===== src/fssb_consts.vh =====
// fssb_consts.vh: command code, reset value, bit positions and page codes for the fault summary
// assumes: included by bare name from the fault summary design files
`ifndef FSSB_CONSTS_VH
`define FSSB_CONSTS_VH

`define FSSB_CMD_SUMMARY      8'h78
`define FSSB_SUMMARY_RESET    8'h00
`define FSSB_PAGE_CH1         8'h00
`define FSSB_PAGE_CH2         8'h01
`define FSSB_PAGE_BOTH        8'h11
`define FSSB_BIT_ZERO         7
`define FSSB_BIT_OFF          6
`define FSSB_BIT_OVF          5
`define FSSB_BIT_OCF          4
`define FSSB_BIT_VINUV        3
`define FSSB_BIT_OVERTEMP_FAULT_OR_WARNING_FLAG         2
`define FSSB_BIT_CML          1
`define FSSB_BIT_OTH          0

`endif


===== src/fssb_chan.v =====
// fssb_chan.v: builds the summary byte of one channel from its fault levels
// assumes: all inputs already synchronised to clk_sys
`timescale 1ns/1ps
`default_nettype none

module fssb_chan (
    input  wire       clk_sys,
    input  wire       reset_n,
    input  wire       is_slave,
    input  wire       has_vin,
    input  wire       output_on,
    input  wire       soft_start_done,
    input  wire       output_overvoltage_flag,
    input  wire       output_undervoltage_fault,
    input  wire       power_good_fault,
    input  wire       output_overcurrent_flag,
    input  wire       overcurrent_warning,
    input  wire       input_undervoltage_flag,
    input  wire       overtemp_fault_input,
    input  wire       overtemp_warning_input,
    input  wire       cml_fault,
    output reg  [7:0] summary_ff
);

`include "fssb_consts.vh"

reg [7:0] nxt_summary;
reg       ov_ok;

always @* begin
    nxt_summary = `FSSB_SUMMARY_RESET;
    ov_ok = ~is_slave;
    nxt_summary[`FSSB_BIT_ZERO]  = 1'b0;
    nxt_summary[`FSSB_BIT_OFF]   = ~output_on;
    nxt_summary[`FSSB_BIT_OVF]   = ov_ok & output_overvoltage_flag;
    nxt_summary[`FSSB_BIT_OCF]   = output_overcurrent_flag;
    nxt_summary[`FSSB_BIT_VINUV] = has_vin & soft_start_done
                                   & input_undervoltage_flag;
    nxt_summary[`FSSB_BIT_OVERTEMP_FAULT_OR_WARNING_FLAG]  = overtemp_fault_input
                                   | overtemp_warning_input;
    nxt_summary[`FSSB_BIT_CML]   = cml_fault;
    nxt_summary[`FSSB_BIT_OTH]   = (ov_ok & (output_undervoltage_fault
                                   | power_good_fault))
                                   | overcurrent_warning;
end

always @(posedge clk_sys or negedge reset_n) begin
    if (!reset_n) begin
        summary_ff <= `FSSB_SUMMARY_RESET;
    end else begin
        summary_ff <= nxt_summary;
    end
end

endmodule

`default_nettype wire


===== src/fssb_top.v =====
// fssb_top.v: critical fault summary byte, paged over two channels
// assumes: command/page come from the bus engine on clk_sys; faults are pins
//
// Overview of operation
// - reading command 78h returns one summary byte for the selected channel.
// - page 0 selects channel 1, page 1 channel 2, page 11 both.
// - a master channel reports only its own channel's faults.
// - a slave holds overvoltage, undervoltage and power-good faults at zero.
// - current and temperature flags report per channel in every mode.
// - bit 6 is set whenever the channel delivers no output power.
// - bit 5 flags output overvoltage and raises alert; zero in slave.
// - bit 4 flags an output overcurrent fault.
// - bit 3 flags input undervoltage, channel 1 only (pages 0 and 11), masked before soft-start.
// - bit 2 flags overtemperature fault or warning input.
// - bit 1 flags communication, memory or logic fault.
// - bit 0 flags any other fault or warning, e.g. undervoltage.
`timescale 1ns/1ps
`default_nettype none

module fssb_top (
    input  wire       clk_sys,
    input  wire       reset_n,
    input  wire       rd_strobe,
    input  wire [7:0] rd_command,
    input  wire [7:0] page_sel,
    input  wire [1:0] is_slave,
    input  wire [1:0] output_on,
    input  wire [1:0] soft_start_done,
    input  wire [1:0] output_overvoltage_flag,
    input  wire [1:0] output_undervoltage_fault,
    input  wire [1:0] power_good_fault,
    input  wire [1:0] output_overcurrent_flag,
    input  wire [1:0] overcurrent_warning,
    input  wire       input_undervoltage_flag,
    input  wire [1:0] overtemp_fault_input,
    input  wire [1:0] overtemp_warning_input,
    input  wire       cml_fault,
    output reg  [7:0] rd_data_ff,
    output reg        rd_valid_ff,
    output reg        rd_unsupported_ff,
    output reg        smb_alert_ff
);

`include "fssb_consts.vh"

localparam NPIN = 17;

////////////////////////////////////////////////////////////////////////////
// two-stage synchronisers for the level pins other than temperature and cml
wire [NPIN-1:0] pin_raw;
reg  [NPIN-1:0] meta_ff;
reg  [NPIN-1:0] sync_ff;

assign pin_raw = {is_slave, output_on, soft_start_done,
                  output_overvoltage_flag, output_undervoltage_fault,
                  power_good_fault, output_overcurrent_flag,
                  overcurrent_warning, input_undervoltage_flag};

always @(posedge clk_sys or negedge reset_n) begin
    if (!reset_n) begin
        meta_ff <= {NPIN{1'b0}};
        sync_ff <= {NPIN{1'b0}};
    end else begin
        meta_ff <= pin_raw;
        sync_ff <= meta_ff;
    end
end

wire [1:0] s_slave = sync_ff[16:15];
wire [1:0] s_on    = sync_ff[14:13];
wire [1:0] s_ss    = sync_ff[12:11];
wire [1:0] s_ov    = sync_ff[10:9];
wire [1:0] s_uv    = sync_ff[8:7];
wire [1:0] s_pg    = sync_ff[6:5];
wire [1:0] s_oc    = sync_ff[4:3];
wire [1:0] s_ocw   = sync_ff[2:1];
wire       s_vin   = sync_ff[0];

// separate two-stage path for temperature and cml inputs
reg [1:0] meta_otf_ff;
reg [1:0] sync_otf_ff;
reg [1:0] meta_otw_ff;
reg [1:0] sync_otw_ff;
reg       meta_cml_ff;
reg       sync_cml_ff;

always @(posedge clk_sys or negedge reset_n) begin
    if (!reset_n) begin
        meta_otf_ff <= 2'h0;
        sync_otf_ff <= 2'h0;
        meta_otw_ff <= 2'h0;
        sync_otw_ff <= 2'h0;
        meta_cml_ff <= 1'b0;
        sync_cml_ff <= 1'b0;
    end else begin
        meta_otf_ff <= overtemp_fault_input;
        sync_otf_ff <= meta_otf_ff;
        meta_otw_ff <= overtemp_warning_input;
        sync_otw_ff <= meta_otw_ff;
        meta_cml_ff <= cml_fault;
        sync_cml_ff <= meta_cml_ff;
    end
end

wire [1:0] s_otf   = sync_otf_ff;
wire [1:0] s_otw   = sync_otw_ff;
wire       s_cml   = sync_cml_ff;

////////////////////////////////////////////////////////////////////////////
// per-channel summary builders
wire [7:0] sum_ch1;
wire [7:0] sum_ch2;

fssb_chan u_ch1 (
    .clk_sys                   (clk_sys),
    .reset_n                   (reset_n),
    .is_slave                  (s_slave[0]),
    .has_vin                   (1'b1),
    .output_on                 (s_on[0]),
    .soft_start_done           (s_ss[0]),
    .output_overvoltage_flag   (s_ov[0]),
    .output_undervoltage_fault (s_uv[0]),
    .power_good_fault          (s_pg[0]),
    .output_overcurrent_flag   (s_oc[0]),
    .overcurrent_warning       (s_ocw[0]),
    .input_undervoltage_flag   (s_vin),
    .overtemp_fault_input      (s_otf[0]),
    .overtemp_warning_input    (s_otw[0]),
    .cml_fault                 (s_cml),
    .summary_ff                (sum_ch1)
);

fssb_chan u_ch2 (
    .clk_sys                   (clk_sys),
    .reset_n                   (reset_n),
    .is_slave                  (s_slave[1]),
    .has_vin                   (1'b0),
    .output_on                 (s_on[1]),
    .soft_start_done           (s_ss[1]),
    .output_overvoltage_flag   (s_ov[1]),
    .output_undervoltage_fault (s_uv[1]),
    .power_good_fault          (s_pg[1]),
    .output_overcurrent_flag   (s_oc[1]),
    .overcurrent_warning       (s_ocw[1]),
    .input_undervoltage_flag   (s_vin),
    .overtemp_fault_input      (s_otf[1]),
    .overtemp_warning_input    (s_otw[1]),
    .cml_fault                 (s_cml),
    .summary_ff                (sum_ch2)
);

////////////////////////////////////////////////////////////////////////////
// read port: page decode and answer
reg [7:0] nxt_rd_data;
reg       nxt_unsup;

always @* begin
    nxt_rd_data = `FSSB_SUMMARY_RESET;
    nxt_unsup   = 1'b0;
    if (rd_command == `FSSB_CMD_SUMMARY) begin
        case (page_sel)
            `FSSB_PAGE_CH1: begin
                nxt_rd_data = sum_ch1;
            end
            `FSSB_PAGE_CH2: begin
                nxt_rd_data = sum_ch2;
            end
            `FSSB_PAGE_BOTH: begin
                // both channels at once: the byte shows channel 1
                nxt_rd_data = sum_ch1;
            end
            default: begin
                nxt_unsup = 1'b1;
            end
        endcase
    end else begin
        nxt_unsup = 1'b1;
    end
end

always @(posedge clk_sys or negedge reset_n) begin
    if (!reset_n) begin
        rd_data_ff        <= `FSSB_SUMMARY_RESET;
        rd_valid_ff       <= 1'b0;
        rd_unsupported_ff <= 1'b0;
        smb_alert_ff      <= 1'b0;
    end else begin
        rd_valid_ff       <= rd_strobe;
        rd_unsupported_ff <= rd_strobe & nxt_unsup;
        if (rd_strobe) begin
            rd_data_ff <= nxt_rd_data;
        end
        smb_alert_ff <= sum_ch1[`FSSB_BIT_OVF]
                        | sum_ch2[`FSSB_BIT_OVF];
    end
end

endmodule

`default_nettype wire

===== config.mk =====
export PLATFORM = sky130hd
export DESIGN_NAME = fssb_top
export DESIGN_NICKNAME = d
export VERILOG_FILES = /design/src/fssb_chan.v /design/src/fssb_top.v
export VERILOG_INCLUDE_DIRS = /design/src
export SDC_FILE = /design/constraint.sdc
export NUM_CORES = 1
export LEC_CHECK = 0
export BUFFER_PORTS_ARGS = -buffer_cell sky130_fd_sc_hd__buf_4
export CAP_MARGIN = 15
export CORE_MARGIN = 2
export CORE_UTILIZATION = 40
export DETAILED_ROUTE_END_ITERATION = 10
export REMOVE_ABC_BUFFERS = 1
export SLEW_MARGIN = 0
export SYNTH_ARGS = -nofsm -noshare
export SYNTH_HDL_FRONTEND = slang
export SYNTH_SLANG_ARGS = --single-unit

===== constraint.sdc =====
create_clock -name clk_sys -period 1.9 [get_ports clk_sys]
set_input_delay 0 -clock clk_sys [delete_from_list [all_inputs] [get_ports clk_sys]]
set_output_delay 0 -clock clk_sys [all_outputs]
set_load 0.03 [all_outputs]

* Word-level counts from Yosys, hierarchy flattened *
Index checks and enable logic that the tools add are counted.
Widths: inputs -> output; s select.

word-level totals
  register bits after elaboration = 68
  input bits = 41
  output and inout port bits = 11

cells by class
  eq/ne operators = 3
  muxes and demuxes = 4
  bitwise gates (word level) = 17
  reduce and logical (&&, ||, !) cells = 3

operator list
  operator            count
  $pmux 7 s2          1
  $eq 8x1->1 const B  1
  $eq 8x5->1 const B  1
  $eq 8x7->1 const B  1
  $logic_not 8->1     1
  $mux 8              1
  $or 1x1->1          7
  $and 1x1->1         6
  $not 1->1           4
  $reduce_or 3->1     1
  $mux 1              2
  $reduce_or 2->1     1

* Depth between registers and ports, before layout *
Gate-level depths: netlist of the first run.

  word-level depth = 5
  mapped depth = 4
  depth with buffers taken out = 3

* By module *
Synthesis of the first run repeated with hierarchy kept, for this count alone.

unflattened totals
  cells, all modules = 135
  area, all modules = 2210.9 sq um

by module, submodules not included
  module     instances  cells an instance  area each (sq um)  seq. area each (sq um)
  fssb_top   1          105                1770.4             1376.3
  fssb_chan  2          15                 220.2              175.2

* Worst setup path before layout of the first run *
OpenSTA, ideal clock, no wires.

  kind = register -> register
  from = register u_ch1.summary_ff[5]
  to = register rd_data_ff[5]
  setup time = 132 ps
  data arrival time = 944 ps
  data required time = 1768 ps
  path slack = 824 ps
  stages on the path, launching flop included = 4
  clock period less this slack = 1076 ps
  cells stage by stage = dfrtp_1 mux2_4 a221oi_2 nor3_1

on the way
  longest elaborated chain between the ends = 2

ends and longest elaborated chain
  what                    RTL line        source
  from (decl)             fssb_chan.v:22  output reg [7:0] summary_ff
  from (signal assigned)  fssb_chan.v:49  summary_ff <= `FSSB_SUMMARY_RESET;
  from (signal assigned)  fssb_chan.v:51  summary_ff <= nxt_summary;
  $pmux 7 s2              fssb_top.v:161  case (page_sel)
  $mux 8                  fssb_top.v:160  if (rd_command == `FSSB_CMD_SUMMARY) begin
  to (signal assigned)    fssb_top.v:183  rd_data_ff <= `FSSB_SUMMARY_RESET;
  to (signal assigned)    fssb_top.v:191  rd_data_ff <= nxt_rd_data;
  to (decl)               fssb_top.v:38   output reg [7:0] rd_data_ff,

Every way passes these cells.
A chain may end at the register's enable or synchronous reset.

* Final worst setup path of the first run *
Same ends and word-level chain as after synthesis.

==> impl_metrics.py, run 1 <==
metrics = {
    "cts": {
        "htree_levels": 3,
        "cts-root-to-sink-buffers": 2,
        "clkSlewWorstSetupHoldPaths_ns": 0.07,
        "setup_repair_bufs_after_cts": 0,
        "clock_latency_ns": 0.32,
        "cts_buffers": 9,
        "cts_num_sinks": 64,
        "clockRootBuffer": "sky130_fd_sc_hd__clkbuf_8",
        "clock_tree_from_tritoncts": "built",
    },
    "yosys": {
        "ys_seq_area_share_pct": 79.5,
        "post_synthesis_cell_type_with_the_largest_combined_area": "sky130_fd_sc_hd__dfrtp_1",
        "most_numerous_cell_in_the_yosys_netlist": "sky130_fd_sc_hd__dfrtp_1",
        "ys_seq_elements": 64,
        "number_of_enable_type_register_cells_in_the_synthesized_netlist": 0,
        "synth-main-ff-cell": "sky130_fd_sc_hd__dfrtp_1",
        "synthesis.area_um2": 2020,
        "ys.warnings.count": 0,
        "postSynthAreaPerCell_um2": 17.2,
        "post_synth_num_cell_types": 26,
        "synth-async-reset-ratio_pct": 100,
        "synth_area_leaders": "sky130_fd_sc_hd__dfrtp_1, sky130_fd_sc_hd__mux2_4, sky130_fd_sc_hd__a221oi_1, sky130_fd_sc_hd__nor2_1, sky130_fd_sc_hd__nor3_1",
        "postSynthCellCount": 117,
        "synthTopCellsByCount": "sky130_fd_sc_hd__dfrtp_1, sky130_fd_sc_hd__nor2_1, sky130_fd_sc_hd__mux2_4, sky130_fd_sc_hd__nor3_1, sky130_fd_sc_hd__a221oi_1",
        "yosysTopAreaCellShare_pct": 79.5,
    },
    "worst_setup_path": {
        "crit_path_cell_trace": "mux2_4, a221oi_2, nor3_1",
        "critical_path.top_delay_family": "flip-flops",
        "timing.critical_path.fanout_max": 3,
        "rrSetupSlack_ns": 0.76,
        "crit_startpoint": "u_ch1.summary_ff[5]",
        "crit_end": "rd_data_ff[5]",
        "criticalPathCategory": "register to register",
        "timing.critical_path.arrival_ns": 1.32,
        "crit-reg2reg-capture": "rd_data_ff[5]",
        "worstRegToRegCells": 3,
        "critPathLaunchType": "register",
        "cp_num_cells": 3,
        "worst-path-buf-inv": 0,
        "endpoint_kind": "register",
        "critical_path_top_delay_cell": "sky130_fd_sc_hd__dfrtp_1",
        "timing.critical_path.slowest_cell_delay_ns": 0.40,
        "worstReg2RegStart": "u_ch1.summary_ff[5]",
        "critical_path_required_ns": 2.09,
    },
    "placed_design": {
        "post-place-cells": 229,
        "dpl.hpwl_mm": 2.01,
        "gp_congestion": 0.746,
        "place.port_buffers": 49,
    },
    "cells_and_area": {
        "final_cell_count_no_fill": 268,
        "num_antenna_cells": 0,
        "total_nets_final": 237,
        "ff_latch_area_um2": 1600,
        "area_taken_by_multi_input_logic_gates_um2": 374,
        "share_of_layout_cells_above_drive_strength_1_pct": 37.3,
        "final_core_utilization_pct": 59.2,
        "fillers": 387,
        "area_growth_pct": 40.7,
    },
    "global_routing": {
        "grt_util_all_layers_pct": 12.9,
        "pin_count_of_the_biggest_net_entering_global_routing": 65,
        "antenna_found_initial": 0,
        "grt_pass1_vias": 1211,
        "wire_length_of_the_first_global_routing_pass_mm": 5.06,
        "grt_remaining_overflow": 0,
    },
    "outcome": {
        "status": "finished clean",
    },
    "job": {
        "max-cap-violations": 0,
    },
    "timing": {
        "setup_viol": 0,
        "finalMaxSlewViolations": 0,
        "max_slew.worst_pin.slew_ns": 0.741,
        "period_needed_ns": 1.14,
        "slew-limit-headroom_pct": 50.6,
        "worst_clock_skew_ns": 0.00540,
        "fmax_mhz": 880,
        "hold_violations": 0,
        "final.setup.tns_ns": 0,
        "grt_setup_unrepaired": "no",
        "period_share_pct": 59.8,
    },
    "power_and_ir_drop": {
        "power_share_of_the_sequential_group_pct": 55.1,
        "p_leak_nw": 1.32,
        "clkPwrFrac_pct": 36.0,
        "pwr_density_cell_nw_per_um2": 931,
        "power.share.switching_pct": 21.7,
        "combinationalPowerShare_pct": 9.0,
        "total_switching_power_uw": 572,
        "cellInternalPower_mw": 2.07,
        "ir_drop_uv": 555,
    },
    "routing": {
        "detail_route.wl_per_cell_um": 11.5,
        "number_of_remaining_drc_errors": 0,
        "drt_iter0_markers": 46,
        "route.final.wire_length_mm": 3.09,
        "detailroute.via_count": 1169,
        "first_pass_iteration_count_of_the_detailed_router": 4,
        "route.detailed.vias_per_inst": 4.36,
        "detail-route-antenna-nets": 0,
    },
    "floorplan": {
        "die_width_um": 75.0,
        "dieHeight_um": 75.0,
        "placement_rows": 25,
        "core_area_um2": 4790,
        "boundaryPins": 52,
        "design.die.area_um2": 5620,
        "initial_core_util_pct": 42.1,
    },
    "worst_hold_path": {
        "hold_class": "input pin to register",
    },
}
## cells by family after synthesis
logic type | count (synthesis) | share of synthesized area, %
flops | 64 | 79.5
simple gates | 28 | 8.75
compound gates | 11 | 5.46
buf+inv | 7 | 1.99
mux | 5 | 3.72
xor+xnor | 1 | 0.435
other cells | 1 | 0.186
## sequential cells by signal, indices dropped and copies added, names as in the netlist
name               count
rd_unsupported_ff      1
s_cml                  1
sync_ff               16
u_ch1.summary_ff       6
s_otf                  2
rd_data_ff             7
meta_ff               16
meta_cml_ff            1
rd_valid_ff            1
smb_alert_ff           1
s_otw                  2
meta_otw_ff            2
u_ch2.summary_ff       6
meta_otf_ff            2
## cell type report
class	count	share of cell area [%]
flip-flops and latches	64	56.5
repair buffers	72	21.1
multi-input cells	46	13.2
clock buffers	13	5.25
well taps	67	2.96
clock inverters	3	0.618
inverters	3	0.397
## stage by stage
step | hold WS [ns] | setup slack [ns] | instance area, µm² | total power [mW]
after floorplan | -0.296 | 0.824 | 1990 | 1.55
after global placement | 0.103 | 0.796 | 2440 | 1.67
after detailed placement | 0.110 | 0.774 | 2440 | 1.68
after CTS | 0.0517 | 0.750 | 2840 | 2.69
after global routing | 0.0695 | 0.675 | 2840 | 2.77
final | 0.0682 | 0.764 | 2840 | 2.64
## timing repair
action	CTS	global route
hold buffers	23	0
hold endpoints to repair	89	0
resized for setup	0	0
## power groups by stage
stage / registers (mW) / clock network, mW / logic [mW]
5_1_grt: 1.46 / 1.05 / 0.259
3_3_place_gp: 1.48 / 0 / 0.197
6_report: 1.45 / 0.950 / 0.236
4_1_cts: 1.45 / 0.993 / 0.241
3_5_place_dp: 1.48 / 0 / 0.203
2_1_floorplan: 1.50 / 0 / 0.0544
## tightest hold or removal path, cell delays in order
cell                      delay, ns
sky130_fd_sc_hd__buf_4         0.09
sky130_fd_sc_hd__nor4b_4       0.04
sky130_fd_sc_hd__nand4_1       0.13
sky130_fd_sc_hd__o31ai_2       0.08
## how the worst min path moves through the flow
| stage | to | startpoint | depth (start not counted) |
|---|---|---|---|
| after CTS | rd_data_ff[1] | rd_command[7] | 4 |
| after global placement | meta_ff[16] | reset_n | 1 |
| after floorplan | meta_cml_ff | reset_n | 0 |
| final | rd_data_ff[1] | rd_command[7] | 4 |
| after global routing | rd_data_ff[1] | page_sel[2] | 4 |
| after detailed placement | meta_ff[5] | power_good_fault[0] | 1 |
## layer usage
metal | global-route usage (%) | up-vias | wire length, µm
met5 | 0 | - | 0
met4 | 6.55 | 0 | 23
met1 | 12.3 | 556 | 1140
met2 | 22.8 | 58 | 1630
met3 | 6.29 | 2 | 303
li1 | - | 553 | -
## layout by cell type (no fill, tap or decap)
cell	count
sky130_fd_sc_hd__dfrtp_1	64
sky130_fd_sc_hd__buf_4	49
sky130_fd_sc_hd__dlygate4sd3_1	23
sky130_fd_sc_hd__clkbuf_8	10
sky130_fd_sc_hd__nor2_1	9
sky130_fd_sc_hd__mux2_4	5
sky130_fd_sc_hd__nor3_1	5
sky130_fd_sc_hd__a221oi_1	4
sky130_fd_sc_hd__or2_2	3
sky130_fd_sc_hd__nor2b_1	3
sky130_fd_sc_hd__inv_1	3
sky130_fd_sc_hd__clkbuf_1	3
sky130_fd_sc_hd__o21bai_1	2
sky130_fd_sc_hd__nand2_1	2
sky130_fd_sc_hd__clkinv_2	2
sky130_fd_sc_hd__nor4b_4	1
sky130_fd_sc_hd__and4b_1	1
sky130_fd_sc_hd__nor4_4	1
sky130_fd_sc_hd__nand4_1	1
sky130_fd_sc_hd__o21a_1	1
sky130_fd_sc_hd__and2_1	1
sky130_fd_sc_hd__a41oi_2	1
sky130_fd_sc_hd__a221oi_2	1
sky130_fd_sc_hd__xnor2_1	1
sky130_fd_sc_hd__nand3_1	1
sky130_fd_sc_hd__o2bb2ai_1	1
sky130_fd_sc_hd__o31ai_2	1
sky130_fd_sc_hd__conb_1	1
sky130_fd_sc_hd__clkinvlp_4	1
Note: power is estimated with default switching activity, not from simulation.
==> run 2, diff against run 1 <==
Settings changed: PLACE_DENSITY set to 0.66.
Clock period 1.9 ns to 1 ns, I/O delays scaled along.
==> run 2 against run 1 <==
The run now ends with negative setup slack left. Via count grew 4.8%. Sequential power increased by 90%. Critical path depth did not move. Cell count grew 3.4%. Sequential share of layout area fell by 3.0 points. Wire length is 5.3% higher. Cell area grew 5.7%.
==> impl_metrics.py, run 2 (synthesized netlist as in run 1, its figures left out) <==
metrics = {
    "outcome": {
        "status": "finished, violations left",
        "failed_checks": "negative setup slack",
    },
    "power_and_ir_drop": {
        "p_leak_nw": 1.41,
        "total_switching_power_mw": 1.12,
        "combinationalPowerShare_pct": 9.0,
        "power_total_mw": 5.54,
        "cellInternalPower_mw": 4.42,
        "power.share.switching_pct": 20.2,
        "clkPwrFrac_pct": 41.1,
        "ir_drop_uv": 1180,
        "power_share_of_the_sequential_group_pct": 49.9,
        "pwr_density_cell_nw_per_um2": 1850,
    },
    "timing": {
        "grt_setup_unrepaired": "yes",
        "final_critical_path_setup_slack_ns": -0.0951,
        "hold-worst-slack_ns": 0.0450,
        "hold_violations": 0,
        "period_share_pct": 110,
        "max_slew.worst_pin.slew_ns": 0.573,
        "fmax_mhz": 913,
        "slew-limit-headroom_pct": 61.7,
        "setup_viol": 5,
        "worst_clock_skew_ns": 0.00352,
        "finalMaxSlewViolations": 0,
        "period_needed_ns": 1.10,
    },
    "cells_and_area": {
        "largest_registers": "meta_ff: 16 flops, sync_ff: 16 flops, rd_data_ff: 7 flops",
        "layout_commonest_cell": "sky130_fd_sc_hd__dfrtp_1",
        "share_of_layout_cells_above_drive_strength_1_pct": 41.9,
        "num_antenna_cells": 0,
        "fillers": 364,
        "area_growth_pct": 48.7,
        "finalInstanceArea_um2": 3000,
        "total_nets_final": 246,
        "mostFrequentLayoutCells": "sky130_fd_sc_hd__dfrtp_1, sky130_fd_sc_hd__buf_4, sky130_fd_sc_hd__dlygate4sd3_1",
    },
    "global_routing": {
        "grt_util_all_layers_pct": 13.3,
        "grt_pass1_vias": 1202,
        "pin_count_of_the_biggest_net_entering_global_routing": 31,
        "antenna_found_initial": 0,
        "wire_length_of_the_first_global_routing_pass_mm": 5.15,
        "grt_remaining_overflow": 0,
    },
    "routing": {
        "first_pass_iteration_count_of_the_detailed_router": 3,
        "number_of_remaining_drc_errors": 0,
        "detail-route-antenna-nets": 0,
        "detail_route.wl_per_cell_um": 11.8,
        "drt_iter0_markers": 76,
        "detailroute.via_count": 1225,
        "route.final.wire_length_mm": 3.26,
        "route.detailed.vias_per_inst": 4.42,
    },
    "worst_hold_path": {
        "hold_class": "input pin to register",
        "worstHoldStart": "rd_command[7]",
    },
    "cts": {
        "cts-root-to-sink-buffers": 2,
        "cts_num_sinks": 64,
        "cts_buffers": 9,
        "clock_latency_ns": 0.32,
        "clkSlewWorstSetupHoldPaths_ns": 0.07,
        "clock_tree_from_tritoncts": "built",
        "clockRootBuffer": "sky130_fd_sc_hd__clkbuf_8",
        "htree_levels": 3,
    },
    "floorplan": {
        "core_area_um2": 4790,
        "placement_rows": 25,
        "boundaryPins": 52,
        "design.die.area_um2": 5620,
        "dieHeight_um": 75.0,
        "die_width_um": 75.0,
        "initial_core_util_pct": 42.1,
    },
    "placed_design": {
        "place_ws_ns": -0.112,
        "gp_congestion": 0.788,
        "place.port_buffers": 49,
        "dpl.hpwl_mm": 2.13,
        "placed_area_um2": 2500,
    },
    "worst_setup_path": {
        "criticalPathCategory": "register to register",
        "crit_startpoint": "u_ch2.summary_ff[5]",
        "endpoint_kind": "register",
        "critical_path_required_ns": 1.20,
        "worstReg2RegStart": "u_ch2.summary_ff[5]",
        "timing.critical_path.arrival_ns": 1.30,
        "critPathLaunchType": "register",
        "timing.critical_path.fanout_max": 2,
    },
    "job": {
        "max-cap-violations": 0,
    },
}
run 2: path summary, 6_finish.rpt:
path,end,slack (ns),cells past startpoint
min in group asynchronous,meta_ff[2],0.13,2
hold / removal,rd_data_ff[1],0.05,4
hold reg to reg,u_ch2.summary_ff[4],0.35,0
setup / recovery,rd_data_ff[5],-0.1,3
max in group asynchronous,sync_ff[2],0.41,3
setup reg to reg,rd_data_ff[5],-0.1,3
run 2: per-layer routing:
layer | share of wire, % | track usage (%)
met5 | 0 | 0
met4 | 2.7 | 9.13
met3 | 9.3 | 6.83
met2 | 50 | 21.9
met1 | 38 | 12.9
run 2: area by class of cell:
type | count | area (µm²) | area share (%)
Sequential cell | 64 | 1600 | 53.4
Timing Repair Buffer | 81 | 683 | 22.8
Multi-Input combinational cell | 46 | 399 | 13.3
Clock buffer | 14 | 183 | 6.10
Tap cell | 67 | 83.8 | 2.80
Clock inverter | 2 | 35.0 | 1.17
Inverter | 3 | 11.3 | 0.376
run 2: per-stage QoR:
step           instances  setup TNS (ns)  util (%)
2_1_floorplan        113          -0.190         -
3_3_place_gp         235          -0.305      52.2
3_5_place_dp         235          -0.456      52.2
4_1_cts              277          -0.271      62.6
5_1_grt              277          -0.581      62.6
6_report             277          -0.312      62.6
run 2: worst max-delay path, cell delays in order, from the launching register on:
cell and delay [ns]:
sky130_fd_sc_hd__dfrtp_1 0.39, sky130_fd_sc_hd__mux2_4 0.28, sky130_fd_sc_hd__a221oi_2 0.24, sky130_fd_sc_hd__nor3_1 0.07
run 2: power by group through the flow:
stage | Sequential (mW) | Combinational [mW] | Clock [mW]
after floorplan | 2.84 | 0.103 | 0
after global placement | 2.81 | 0.398 | 0
after detailed placement | 2.81 | 0.410 | 0
after CTS | 2.76 | 0.504 | 2.33
after global routing | 2.77 | 0.544 | 2.46
final | 2.76 | 0.500 | 2.27
run 2: timing repair:
item	4_1_cts	5_1_grt
endpoints found under the setup margin	5	5
pin swaps	4	0
endpoints found under the hold margin	88	0
buffers inserted	1	0
hold buffers	25	0
resized for setup	4	0
